==> config.mk <==
export PLATFORM = sky130hd
export DESIGN_NAME = pcr_ctrl_regs
export DESIGN_NICKNAME = d
export VERILOG_FILES = /design/src/hw/pcr_pkg.sv /design/src/hw/pcr_ctrl_regs.sv /design/src/hw/pcr_timer.sv
export VERILOG_INCLUDE_DIRS = /design/src /design/src/hw
export SDC_FILE = /design/constraint.sdc
export NUM_CORES = 1
export LEC_CHECK = 0
export ABC_AREA = 1
export ABC_CLOCK_PERIOD_IN_PS = 4400
export BUFFER_PORTS_ARGS = -buffer_cell sky130_fd_sc_hd__buf_4
export CAP_MARGIN = 10
export CORE_UTILIZATION = 30
export CTS_CLUSTER_DIAMETER = 150
export DETAILED_ROUTE_END_ITERATION = 7
export PLACE_DENSITY_LB_ADDON = 0.1
export SLEW_MARGIN = 15
export SYNTH_ARGS = -nofsm -noshare
export SYNTH_HDL_FRONTEND = slang
export SYNTH_HIERARCHICAL = 1
export SYNTH_SLANG_ARGS = --single-unit
==> constraint.sdc <==
create_clock -name clk -period 4.4 [get_ports clk]
set_input_delay 0.44 -clock clk [delete_from_list [all_inputs] [get_ports clk]]
set_output_delay 0.44 -clock clk [all_outputs]
set_load 0.03 [all_outputs]
==> src/hw/pcr_consts.svh <==
/*
  constants of the phy control register pair: offsets, reset values,
  field positions and timing figures.
  assumes a 50 MHz clock that follows the transmit nibble clock.
*/
`ifndef PCR_CONSTS_SVH
`define PCR_CONSTS_SVH

`define PCR_ADDR_W          5
`define PCR_DATA_W          16
`define PCR_OFF_CTRL_ONE    5'h09
`define PCR_OFF_CTRL_TWO    5'h0A
`define PCR_RST_CTRL_ONE    16'h0000
`define PCR_RST_CTRL_TWO    16'h0102
`define PCR_WMASK_CTRL_ONE  16'h03FE
`define PCR_BIT_AUTO_REFL   8
`define PCR_BIT_LL_RECOVERY 7
`define PCR_BIT_ROBUST_XOV  5
`define PCR_BIT_EARLY_RXDV  1
`define PCR_BIT_EXT_FDX     5
`define PCR_BIT_IDLE_SYMERR 2
`define PCR_BIT_ODD_NIB_DIS 1
`define PCR_LFSR_W          8
`define PCR_LFSR_SEED       8'h01
`define PCR_CLK_MHZ         50
`define PCR_LINK_DROP_US    250
`define PCR_RECOVERY_US     3000
`define PCR_XOVER_US        60
`define PCR_TMR_W           18

`endif

==> src/hw/pcr_pkg.sv <==
/*
  types of the phy control register pair: bus request, receive symbol,
  receive state.
  assumes pcr_consts.svh on the include path.
*/
`default_nettype none
`include "pcr_consts.svh"

package pcr_pkg;

  typedef logic [`PCR_ADDR_W-1:0] pcr_addr_type;
  typedef logic [`PCR_DATA_W-1:0] pcr_data_type;

  typedef struct packed {
    pcr_addr_type addr;
    pcr_data_type wdata;
    logic         wr;
    logic         rd;
  } pcr_req_type;

  typedef enum logic [2:0] {
    PCR_SYM_IDLE,
    PCR_SYM_J,
    PCR_SYM_K,
    PCR_SYM_DATA,
    PCR_SYM_T,
    PCR_SYM_R,
    PCR_SYM_BAD
  } pcr_sym_type;

  typedef struct packed {
    logic        valid;
    pcr_sym_type code;
  } pcr_rx_sym_type;

  typedef enum logic [1:0] {
    PCR_RX_IDLE,
    PCR_RX_GOT_J,
    PCR_RX_FRAME
  } pcr_rx_state_type;

endpackage

`default_nettype wire

==> src/hw/pcr_ctrl_regs.sv <==
/*
  phy control registers one and two with the link, crossover, receive,
  duplex and transmit behaviour they steer.
  assumes clk is the transmit nibble clock, all inputs synchronous to it,
  and a register port master that never strobes read and write together.
*/
// Contract
// - when control-one bit 8 is set a link-down event starts a cable test.
// - normally the link status drops about 250 us after signal loss.
// - control-one bit 7 holds the link up a few more ms through short loss.
// - control-one bit 5 resolves crossover robustly and avoids deadlock.
// - with control-one bit 1 clear receive valid rises only after /J/K/.
// - with bit 1 set receive valid rises on /J/ and a missing /K/ errors.
// - control-two bit 5 forces full duplex against a forced 100 partner while an_enable or forced_100 is set.
// - control-two bit 2 reports symbol errors seen in the idle state.
// - with control-two bit 1 clear an odd-nibble end adds one error cycle.
// - the odd-nibble default follows pin mode and the strap after reset.
// - reset gives 0000h to control-one and 0102h to control-two.
`timescale 1ns/1ps
`default_nettype none

module pcr_ctrl_regs
  import pcr_pkg::*;
#(
  parameter int LINK_DROP_CYC = `PCR_LINK_DROP_US * `PCR_CLK_MHZ,
  parameter int RECOVERY_CYC  = `PCR_RECOVERY_US * `PCR_CLK_MHZ,
  parameter int XOVER_CYC     = `PCR_XOVER_US * `PCR_CLK_MHZ,
  parameter int TMR_W         = `PCR_TMR_W
) (
  input  wire logic           clk,
  input  wire logic           sys_rst,
  input  wire pcr_req_type    reg_req,
  output logic [15:0]         reg_rdata,
  input  wire logic           standard_pinout_mode,
  input  wire logic           configuration_strap_one,
  input  wire logic           signal_ok,
  output logic                link_up,
  output logic                auto_cable_reflectometry,
  output logic                mdix_sel,
  input  wire logic           an_enable,
  input  wire logic           forced_100,
  input  wire logic           partner_forced_100,
  input  wire logic           std_full_duplex,
  output logic                full_duplex,
  input  wire pcr_rx_sym_type rx_sym,
  output logic                rx_dv,
  output logic                rx_er,
  input  wire logic           tx_en_in,
  input  wire logic           tx_er_in,
  output logic                tx_en_out,
  output logic                tx_er_out
);

  localparam int MAX_LOSS = LINK_DROP_CYC + RECOVERY_CYC;
  localparam int MAX_XOV  = XOVER_CYC + (1 << `PCR_LFSR_W);
  if (LINK_DROP_CYC < 1 || RECOVERY_CYC < 1 || XOVER_CYC < 1 ||
      MAX_LOSS >= (1 << TMR_W) || MAX_XOV >= (1 << TMR_W)) begin : g_bad
    $error("pcr_ctrl_regs: timing counts out of range for TMR_W");
  end

  logic [15:0]            ctrl_one_reg;
  logic [15:0]            ctrl_one_next;
  logic [15:0]            ctrl_two_reg;
  logic [15:0]            rdata_reg;
  logic [15:0]            rd_value;
  logic                   strap_done_reg;
  logic                   hit_one;
  logic                   hit_two;
  logic                   auto_refl_en;
  logic                   recovery_en;
  logic                   robust_en;
  logic                   early_en;
  logic                   ext_fdx_en;
  logic                   idle_err_en;
  logic                   odd_nib_en;
  logic                   strap_odd_dis;
  logic                   link_up_reg;
  logic                   rec_lat_reg;
  logic                   refl_reg;
  logic                   loss_run;
  logic                   loss_expired;
  logic [TMR_W-1:0]       loss_limit;
  logic                   xov_run;
  logic                   xov_expired;
  logic [TMR_W-1:0]       xov_limit;
  logic                   mdix_reg;
  logic [`PCR_LFSR_W-1:0] lfsr_reg;
  logic [`PCR_LFSR_W-1:0] lfsr_next;
  logic [`PCR_LFSR_W-1:0] xov_jit_reg;
  logic                   fdx_reg;
  logic                   fdx_next;
  pcr_rx_state_type       rx_state_reg;
  pcr_rx_state_type       rx_state_next;
  logic                   rx_dv_reg;
  logic                   rx_dv_next;
  logic                   rx_er_reg;
  logic                   rx_er_next;
  logic                   tx_en_reg;
  logic                   tx_er_reg;
  logic                   tx_prev_reg;
  logic                   odd_reg;
  logic                   odd_end;
  logic [31:0]            loss_cnt_reg;

  // register decode
  assign hit_one  = reg_req.addr == `PCR_OFF_CTRL_ONE;
  assign hit_two  = reg_req.addr == `PCR_OFF_CTRL_TWO;
  assign rd_value = hit_one ? ctrl_one_reg : (hit_two ? ctrl_two_reg : '0);
  assign ctrl_one_next = reg_req.wdata & `PCR_WMASK_CTRL_ONE;
  assign strap_odd_dis = standard_pinout_mode ? 1'b1 : configuration_strap_one;
  assign auto_refl_en = ctrl_one_reg[`PCR_BIT_AUTO_REFL];
  assign recovery_en  = ctrl_one_reg[`PCR_BIT_LL_RECOVERY];
  assign robust_en    = ctrl_one_reg[`PCR_BIT_ROBUST_XOV];
  assign early_en     = ctrl_one_reg[`PCR_BIT_EARLY_RXDV];
  assign ext_fdx_en   = ctrl_two_reg[`PCR_BIT_EXT_FDX];
  assign idle_err_en  = ctrl_two_reg[`PCR_BIT_IDLE_SYMERR];
  assign odd_nib_en   = !ctrl_two_reg[`PCR_BIT_ODD_NIB_DIS];
  always_ff @(posedge clk) begin
    if (sys_rst) begin
      ctrl_one_reg   <= `PCR_RST_CTRL_ONE;
      ctrl_two_reg   <= `PCR_RST_CTRL_TWO;
      strap_done_reg <= 1'b0;
      rdata_reg      <= '0;
    end else begin
      strap_done_reg <= 1'b1;
      rdata_reg      <= reg_req.rd ? rd_value : '0;
      if (reg_req.wr && hit_one) begin
        ctrl_one_reg <= ctrl_one_next;
      end
      if (reg_req.wr && hit_two) begin
        ctrl_two_reg <= reg_req.wdata;
      end else if (!strap_done_reg) begin
        ctrl_two_reg[`PCR_BIT_ODD_NIB_DIS] <= strap_odd_dis;
      end
    end
  end

  assign loss_run   = link_up_reg && !signal_ok;
  assign loss_limit = rec_lat_reg ? TMR_W'(MAX_LOSS) : TMR_W'(LINK_DROP_CYC);
  pcr_timer #(
    .CNT_W   (TMR_W)
  ) u_loss_timer (
    .clk     (clk),
    .sys_rst (sys_rst),
    .run     (loss_run),
    .limit   (loss_limit),
    .expired (loss_expired)
  );

  assign xov_run   = !link_up_reg && !signal_ok;
  assign xov_limit = TMR_W'(XOVER_CYC) + TMR_W'(xov_jit_reg);
  assign lfsr_next = {lfsr_reg[6:0],
                      lfsr_reg[7] ^ lfsr_reg[5] ^ lfsr_reg[4] ^ lfsr_reg[3]};
  pcr_timer #(
    .CNT_W   (TMR_W)
  ) u_xov_timer (
    .clk     (clk),
    .sys_rst (sys_rst),
    .run     (xov_run),
    .limit   (xov_limit),
    .expired (xov_expired)
  );
  always_ff @(posedge clk) begin
    if (sys_rst) begin
      link_up_reg <= 1'b0;
      rec_lat_reg <= 1'b0;
      refl_reg    <= 1'b0;
      mdix_reg    <= 1'b0;
      lfsr_reg    <= `PCR_LFSR_SEED;
      xov_jit_reg <= '0;
    end else begin
      lfsr_reg <= lfsr_next;
      xov_jit_reg <= (xov_expired || !xov_run) ?
                     (robust_en ? lfsr_reg : '0) : xov_jit_reg;
      refl_reg <= loss_expired && auto_refl_en;
      if (signal_ok) begin
        rec_lat_reg <= recovery_en;
        link_up_reg <= 1'b1;
      end else if (loss_expired) begin
        link_up_reg <= 1'b0;
      end
      if (xov_expired) begin
        mdix_reg <= !mdix_reg;
      end
    end
  end

  assign fdx_next = (ext_fdx_en && (an_enable || forced_100) &&
                     partner_forced_100) || std_full_duplex;
  always_comb begin
    rx_state_next = rx_state_reg;
    rx_dv_next    = rx_dv_reg;
    rx_er_next    = 1'b0;
    if (rx_sym.valid) begin
      case (rx_state_reg)
        PCR_RX_IDLE: begin
          rx_dv_next = 1'b0;
          if (rx_sym.code == PCR_SYM_J) begin
            rx_state_next = PCR_RX_GOT_J;
            rx_dv_next    = early_en;
          end else if (rx_sym.code != PCR_SYM_IDLE) begin
            rx_er_next = idle_err_en;
          end
        end
        PCR_RX_GOT_J: begin
          if (rx_sym.code == PCR_SYM_K) begin
            rx_state_next = PCR_RX_FRAME;
            rx_dv_next    = 1'b1;
          end else begin
            rx_state_next = PCR_RX_IDLE;
            rx_dv_next    = 1'b0;
            rx_er_next    = early_en;
          end
        end
        PCR_RX_FRAME: begin
          if (rx_sym.code == PCR_SYM_T) begin
            rx_state_next = PCR_RX_IDLE;
            rx_dv_next    = 1'b0;
          end else if (rx_sym.code == PCR_SYM_IDLE) begin
            rx_state_next = PCR_RX_IDLE;
            rx_dv_next    = 1'b0;
            rx_er_next    = 1'b1;
          end else if (rx_sym.code == PCR_SYM_BAD) begin
            rx_er_next = 1'b1;
          end
        end
        default: begin
          rx_state_next = PCR_RX_IDLE;
          rx_dv_next    = 1'b0;
        end
      endcase
    end
  end
  always_ff @(posedge clk) begin
    if (sys_rst) begin
      rx_state_reg <= PCR_RX_IDLE;
      rx_dv_reg    <= 1'b0;
      rx_er_reg    <= 1'b0;
      fdx_reg      <= 1'b0;
    end else begin
      rx_state_reg <= rx_state_next;
      rx_dv_reg    <= rx_dv_next;
      rx_er_reg    <= rx_er_next;
      fdx_reg      <= fdx_next;
    end
  end

  assign odd_end = odd_nib_en && tx_prev_reg && !tx_en_in && odd_reg;
  always_ff @(posedge clk) begin
    if (sys_rst) begin
      tx_prev_reg <= 1'b0;
      odd_reg     <= 1'b0;
      tx_en_reg   <= 1'b0;
      tx_er_reg   <= 1'b0;
    end else begin
      tx_prev_reg <= tx_en_in;
      odd_reg     <= tx_en_in ? !odd_reg : 1'b0;
      tx_en_reg   <= tx_en_in || odd_end;
      tx_er_reg   <= (tx_en_in && tx_er_in) || odd_end;
    end
  end

  assign reg_rdata                = rdata_reg;
  assign link_up                  = link_up_reg;
  assign auto_cable_reflectometry = refl_reg;
  assign mdix_sel                 = mdix_reg;
  assign full_duplex              = fdx_reg;
  assign rx_dv                    = rx_dv_reg;
  assign rx_er                    = rx_er_reg;
  assign tx_en_out                = tx_en_reg;
  assign tx_er_out                = tx_er_reg;
  // loss length seen by the checks
  always_ff @(posedge clk) begin
    if (sys_rst || !loss_run) begin
      loss_cnt_reg <= '0;
    end else begin
      loss_cnt_reg <= loss_cnt_reg + 32'h1;
    end
  end
endmodule

`default_nettype wire

==> src/hw/pcr_timer.sv <==
/*
  run timer: counts while run is high, restarts when run drops,
  pulses expired one cycle after the count reaches limit.
  assumes one clock and a synchronous active-high reset.
*/
`timescale 1ns/1ps
`default_nettype none

module pcr_timer #(
  parameter int CNT_W = 18
) (
  input  wire logic             clk,
  input  wire logic             sys_rst,
  input  wire logic             run,
  input  wire logic [CNT_W-1:0] limit,
  output logic                  expired
);

  logic [CNT_W-1:0] cnt_reg;
  logic [CNT_W-1:0] cnt_next;
  logic             expired_reg;
  logic             hit;

  if (CNT_W < 2) begin : g_bad_width
    $error("pcr_timer: CNT_W must be at least 2");
  end

  assign hit      = run && (cnt_reg == limit);
  assign cnt_next = (!run || hit) ? '0 : cnt_reg + CNT_W'(1);
  assign expired  = expired_reg;

  always_ff @(posedge clk) begin
    if (sys_rst) begin
      cnt_reg     <= '0;
      expired_reg <= 1'b0;
    end else begin
      cnt_reg     <= cnt_next;
      expired_reg <= hit;
    end
  end

endmodule

`default_nettype wire

# Word level (Yosys, flattened, before mapping)

Index checks and enable logic that the tools add are counted.

Bits in registers: 109
Input bits: 38
Output and inout port bits: 24
Logic and storage cells: 114

Add/sub/neg operators: 3
Equal/unequal tests: 13
Mux-type cells: 27
Bitwise logic cells: 7
Reduce and logical (&&, ||, !) cells: 40

Operators by type and width:

| cell                                          | count |
|---|---|
| adder 18 x 1 -> 18 bit, second input constant | 2 |
| 2-to-1 mux 10 bit                             | 2 |
| == test 18 x 13 -> 1 bit                      | 1 |
| == test 18 bit                                | 1 |
| 2-to-1 mux 18 bit                             | 1 |
| 2-to-1 mux 1 bit                              | 16 |
| adder 12 x 8 -> 13 bit, first input constant  | 1 |
| logical AND 1 bit                             | 13 |
| == test 5 x 4 -> 1 bit, second input constant | 2 |
| OR reduction 2 bit                            | 5 |
| zero test 1 bit                               | 8 |
| 2-to-1 mux 2 bit                              | 4 |
| 2-to-1 mux 8 bit                              | 1 |
| logical OR 1 bit                              | 7 |
| == test 3 bit, second input constant          | 2 |
| case mux 1 bit (3 select lines)               | 2 |
| case mux 2 bit (3 select lines)               | 1 |
| inverter 1 bit                                | 4 |
| OR reduction 4 bit                            | 1 |
| == test 3 x 1 -> 1 bit, second input constant | 1 |
| == test 3 x 2 -> 1 bit, second input constant | 1 |
| zero test 3 bit                               | 1 |
| != test 3 bit, second input constant          | 1 |
| AND reduction 3 bit                           | 1 |
| other kinds (9)                               | 11 |

# Logic depth before layout (Yosys ltp)

Word-level depth: 5
Mapped depth: 15
Depth with buffers taken out: 14

# Cells and area by module

The synthesis kept the hierarchy.

By module, submodules not included:

| module        | times used | cells an instance | area an instance (sq um) | sequential area each (sq um) |
|---|---|---|---|---|
| pcr_ctrl_regs | 1          | 361               | 2,712.6                  | 1,421.4 |
| pcr_timer     | 2          | 192               | 1,194.9                  | 380.4 |

# Worst setup path after synthesis

OpenSTA, ideal clock, no wires.

Path kind: register to register
From: register xov_jit_reg[3]
To: register u_xov_timer.cnt_reg[0]
Library setup time: 0.119 ns
Arrival time: 1.744 ns
Data required time: 4.281 ns
Setup slack: 2.538 ns
Cell stages (with the launch flop): 14
Buffers on the path: 1
Clock period less this slack: 1.862 ns
Path through: dfxtp_1 -> inv_1 -> ha_1 -> inv_1 -> or2_2 -> nand2_1 -> xor2_1 -> or2_0 -> nand3_1 -> nor2_1 -> nand3_2 -> nand2_4 -> buf_6 -> nor2_1

Longest elaborated chain between the ends: 5

RTL lines:

| element                      | line                 | source |
|---|---|---|
| start, declared              | pcr_ctrl_regs.sv:89  | `` logic [`PCR_LFSR_W-1:0] xov_jit_reg; `` |
| start signal, assigned       | pcr_ctrl_regs.sv:173 | `xov_jit_reg <= (xov_expired \|\| !xov_run) ?` |
| adder 12 x 8 -> 13 bit       | pcr_ctrl_regs.sv:151 | `assign xov_limit = TMR_W'(XOVER_CYC) + TMR_W'(xov_jit_reg);` |
| net xov_limit[3]             | pcr_ctrl_regs.sv:85  | `logic [TMR_W-1:0] xov_limit;` |
| == test 18 x 13 -> 1 bit     | pcr_timer.sv:28      | `assign hit = run && (cnt_reg == limit);` |
| logical AND 1 bit            | pcr_timer.sv:28      |  |
| logical OR 1 bit             | pcr_timer.sv:29      | `assign cnt_next = (!run \|\| hit) ? '0 : cnt_reg + CNT_W'(1);` |
| OR reduction 2 bit (no line) | n/a                  |  |
| end signal, assigned         | pcr_timer.sv:37      | `cnt_reg <= cnt_next;` |
| end, declared                | pcr_timer.sv:19      | `logic [CNT_W-1:0] cnt_reg;` |

The timed path passes the listed nets, and every way through them passes these cells.
A chain may end at the register's enable or synchronous reset.

# Final worst setup path

From: input reg_req[20] (netlist bit)
To: register ctrl_two_reg[12]

Longest elaborated chain between the ends: 2

RTL lines:

| element                          | line                 | source |
|---|---|---|
| start, declared                  | pcr_ctrl_regs.sv:32  | `input wire pcr_req_type reg_req,` |
| == test 5 x 4 -> 1 bit (no line) | n/a                  |  |
| logical AND 1 bit                | pcr_ctrl_regs.sv:130 | `if (reg_req.wr && hit_two) begin` |
| end signal, assigned             | pcr_ctrl_regs.sv:121 | `` ctrl_two_reg <= `PCR_RST_CTRL_TWO; `` |
| end signal, assigned             | pcr_ctrl_regs.sv:131 | `ctrl_two_reg <= reg_req.wdata;` |
| end signal, assigned by index    | pcr_ctrl_regs.sv:133 | `` ctrl_two_reg[`PCR_BIT_ODD_NIB_DIS] <= strap_odd_dis; `` |
| end, declared                    | pcr_ctrl_regs.sv:63  | `logic [15:0] ctrl_two_reg;` |

Every way passes these cells.

==> reports/summary.md <==
The tools report the area of the mapped netlist as 0.00510 mm2. For the overall fraction of global-route tracks in use, the log shows 0.134. The startpoint identified for the worst register-to-register timing path is xov_jit_reg[3]. The number of nets in the layout was 874. The horizontal die dimension is 132 um. The worst hold path class was input port to flip-flop.

From synthesis to final layout, the design area changed by 20.5%. The floorplan step defined a die boundary enclosing 0.0175 mm2. The number of buffer cells added on primary ports was 61. The instance count of the mapped netlist was 745. Clock tree synthesis found a total of 109 sinks. Overall via count from detail_route: 4438. After detailed routing, the number of remaining DRC violations is 0. The tools report the number of diodes added for antenna fixing as 0. Leaving out fill and tap cells, the most frequent cell in the layout is sky130_fd_sc_hd__nand2_1.

The proportion of layout cells with a drive suffix above 1 came out at 0.122. STA classifies the critical path startpoint as an input port. STA puts the critical path data arrival time at 2.33 ns. The relative slew slack was 0.249.

Setup slack closes at 2.31 ns. After detailed routing, the number of vias per cell comes to 4.19. Across the run, the number of max-cap violations was 0. For the leakage power summed over all cells, the log shows 2.74 nW.

The synthesized design contains 109 register bits. The detail route stage leaves a number of antenna-violating nets equal to 0. The initial core utilization came out at 0.308.

The flow ran to the end, and the final reports show no timing, DRC or antenna violations. The switching part of the total is 0.251. After filler insertion, the fill cell instance count of the layout stands at 1771. After layout, the minimum clock period comes to 2.09 ns. The number of buffers inserted during clock tree synthesis came out at 9. The tools report the share of synthesized area occupied by flip-flops and latches as 0.428.

The final cycle utilization of the critical path was 0.476; the summed negative setup slack over all endpoints was 0 ns. The first global-routing pass estimated 19000 um of wire. In this run the worst path has a maximum fanout of 30. The clock share of power was 0.401; the average wire per cell in the routed design was 10.4 um.

The tools report the post-placement cell count as 1042. For the combinational share of power, the log shows 0.077. The worst setup path is captured at a flip-flop. The top cell types in the final layout, fill and taps aside, are sky130_fd_sc_hd__nand2_1, sky130_fd_sc_hd__nor2_1, sky130_fd_sc_hd__inv_1, sky130_fd_sc_hd__dfxtp_1, sky130_fd_sc_hd__buf_4. The number of different library cells used by synthesis comes to 32. At the end of routability-driven placement, the weighted congestion stood at 0.731. After floorplanning, the core was divided into 47 placement rows.

Data on the critical path is required at its endpoint by 4.64 ns. The sequential group share of total power was 0.522; the Yosys warning count was 6. For the worst-skew pair, the clock arrives at the later sink with an insertion delay of 0.35 ns. Root buffer cell: sky130_fd_sc_hd__clkbuf_16. For the pin with the worst max-slew slack, the measured transition is 1.12 ns.

For this design the total switching power over the nets is 0.000488 W. Before antenna repair, the detailed router went through 5 iterations. The floorplan core area was 0.0166 mm2; the quantity of gates resized following cts was 0.

Counting along the longest clock path gives a buffer depth of 2. The pre-CTS setup slack was 1.96 ns; the number of cells traversed by the worst register-to-register path was 12. The reg-to-reg setup timing slack was 2.39 ns; the number of global-route vias before repair was 4188.

The worst setup path is of the input port to flip-flop kind. Counting instances, the worst hold path has a depth of 3. After clock tree synthesis, the flow added hold-fix buffers numbering 0.

The die is 132 um tall. The area share of the largest cell type after synthesis was 0.428. The overall overflow remaining after global route is 0. The finished layout holds 1058 standard cells, fillers aside. Derived from the worst setup path, the maximum achievable clock frequency is 478 MHz.

The total internal power came out at 0.00145 W. TritonCTS built the clock tree. Detailed placement ended at an HPWL of 8190 um. Dividing the synthesized area by the synthesized cell count gives 6.85 um2. For hold timing, the worst endpoint is tx_er_out. The worst register-to-register path ends at u_xov_timer/cnt_reg[1]. The number of pins with negative max-slew slack in the final report is 0.

Setup violations remaining at the end of the flow were counted as 0. Entering global routing, the biggest net connects 32 pins. Setup repair after global routing left no endpoint under its margin. For this block, the routed nets add up to 11000 um of wire. The power per cell area was 316 mW/mm2.

Between clock sinks in the finished design, the worst skew comes to 0.00343 ns. The initial antenna violation count was 0. The H-tree depth reported by CTS came out at 3.

The synthesized design spends more area on one cell type than any other, namely sky130_fd_sc_hd__dfxtp_1. After clock tree synthesis, the clock-pin slew on the worst setup and hold paths is 0.07 ns. The setup fix buffers added after clock tree synthesis was 0. The tools report the worst min-delay path startpoint as tx_er_in.

By area the synthesized netlist is led by sky130_fd_sc_hd__dfxtp_1, sky130_fd_sc_hd__nand2_1, sky130_fd_sc_hd__nor2_1, sky130_fd_sc_hd__inv_1, sky130_fd_sc_hd__xor2_1. The logs give 0 for the hold violation total from the final report and 168 for the number of DRC markers in iteration 0. For the maximum VDD drop, the log shows 0.000180 V. For the number of I/O pins, the log shows 62.
-- power groups by stage --
stage                     clock network (W)  logic [W]  registers, W
after global routing               0.000859   0.000171       0.00102
after global placement                    0   0.000148       0.00104
after detailed placement                  0   0.000150       0.00104
final                              0.000779   0.000149       0.00101
after floorplan                           0  0.0000931       0.00104
after CTS                          0.000814   0.000150       0.00101
-- per-layer routing --
metal	vias to the layer above	share of wire	global-route usage
met2	69	0.44	0.219
li1	2400	-	-
met4	0	0.013	0.0498
met1	1958	0.50	0.169
met3	11	0.042	0.0330
met5	-	0	0
-- worst max path at each step --
stage	slack [ns]	end	cells past startpoint	start
after global placement	2.10	ctrl_two_reg[13]	5	reg_req[20]
final	2.31	ctrl_two_reg[12]	5	reg_req[20]
after floorplan	2.54	u_xov_timer/cnt_reg[0]	13	xov_jit_reg[3]
after CTS	2.34	ctrl_two_reg[12]	5	reg_req[20]
after global routing	2.08	ctrl_two_reg[12]	5	reg_req[20]
after detailed placement	1.96	ctrl_two_reg[12]	5	reg_req[20]
-- final cells by class --
class / instances / area, um2 / area share
clock buffers: 9 / 225 / 0.0366
clock inverters: 7 / 56.3 / 0.00916
inverters: 121 / 454 / 0.0739
multi-input cells: 531 / 2500 / 0.406
flip-flops and latches: 109 / 2180 / 0.355
well taps: 220 / 275 / 0.0448
repair buffers: 61 / 458 / 0.0745
-- kinds of logic (layout without fill, tap and decap cells) --
kind of cell | after synthesis | in the layout | share of synthesized area
DFF | 109 | 109 | 0.428
xor gates and xnor gates | 39 | 39 | 0.0669
and+or+nand+nor | 406 | 406 | 0.340
buffers and inverters | 139 | 198 | 0.108
adders and majority gates | 3 | 3 | 0.00736
other | 2 | 36 | 0.00147
AOI/OAI and AO/OA | 47 | 47 | 0.0490
-- synthesized netlist by cell type --
cell type                  instances
sky130_fd_sc_hd__buf_2             9
sky130_fd_sc_hd__conb_1            2
sky130_fd_sc_hd__or2_0             2
sky130_fd_sc_hd__buf_1             1
sky130_fd_sc_hd__o211ai_1          1
sky130_fd_sc_hd__xnor2_1          10
sky130_fd_sc_hd__o22ai_1           8
sky130_fd_sc_hd__nand2_1         190
sky130_fd_sc_hd__buf_6             2
sky130_fd_sc_hd__o21ai_1           3
sky130_fd_sc_hd__nand3b_1          1
sky130_fd_sc_hd__nand3_1          16
sky130_fd_sc_hd__nor2_4            4
sky130_fd_sc_hd__or2_2             1
sky130_fd_sc_hd__nand2_2           2
sky130_fd_sc_hd__o21ai_0          11
sky130_fd_sc_hd__dfxtp_1         109
sky130_fd_sc_hd__nor3_4            1
sky130_fd_sc_hd__nand2_4           2
sky130_fd_sc_hd__xor2_1           29
sky130_fd_sc_hd__clkbuf_2          2
sky130_fd_sc_hd__clkbuf_1          4
sky130_fd_sc_hd__nand3_2           5
sky130_fd_sc_hd__ha_1              3
sky130_fd_sc_hd__inv_1           119
sky130_fd_sc_hd__a211oi_1          1
sky130_fd_sc_hd__nand4_1          22
sky130_fd_sc_hd__a21oi_1          23
sky130_fd_sc_hd__nor2_1          145
sky130_fd_sc_hd__nor2_2            8
sky130_fd_sc_hd__inv_2             2
sky130_fd_sc_hd__nor3_1            7
-- worst max-delay path, cell delays in order --
cell	delay, ns
sky130_fd_sc_hd__buf_4	0.11
sky130_fd_sc_hd__nor2_2	0.44
sky130_fd_sc_hd__nand3_1	0.91
sky130_fd_sc_hd__nor2_1	0.35
sky130_fd_sc_hd__nor2_1	0.08
-- stage by stage --
step	hold WS, ns	total power, W	area (um2)	utilization
after floorplan	0.391	0.00113	5230	-
after CTS	0.286	0.00198	6150	0.371
final	0.302	0.00194	6150	0.371
after global placement	0.398	0.00119	5870	0.354
after global routing	0.292	0.00205	6150	0.371
after detailed placement	0.404	0.00119	5870	0.354
(Power assumes the default switching activity.)
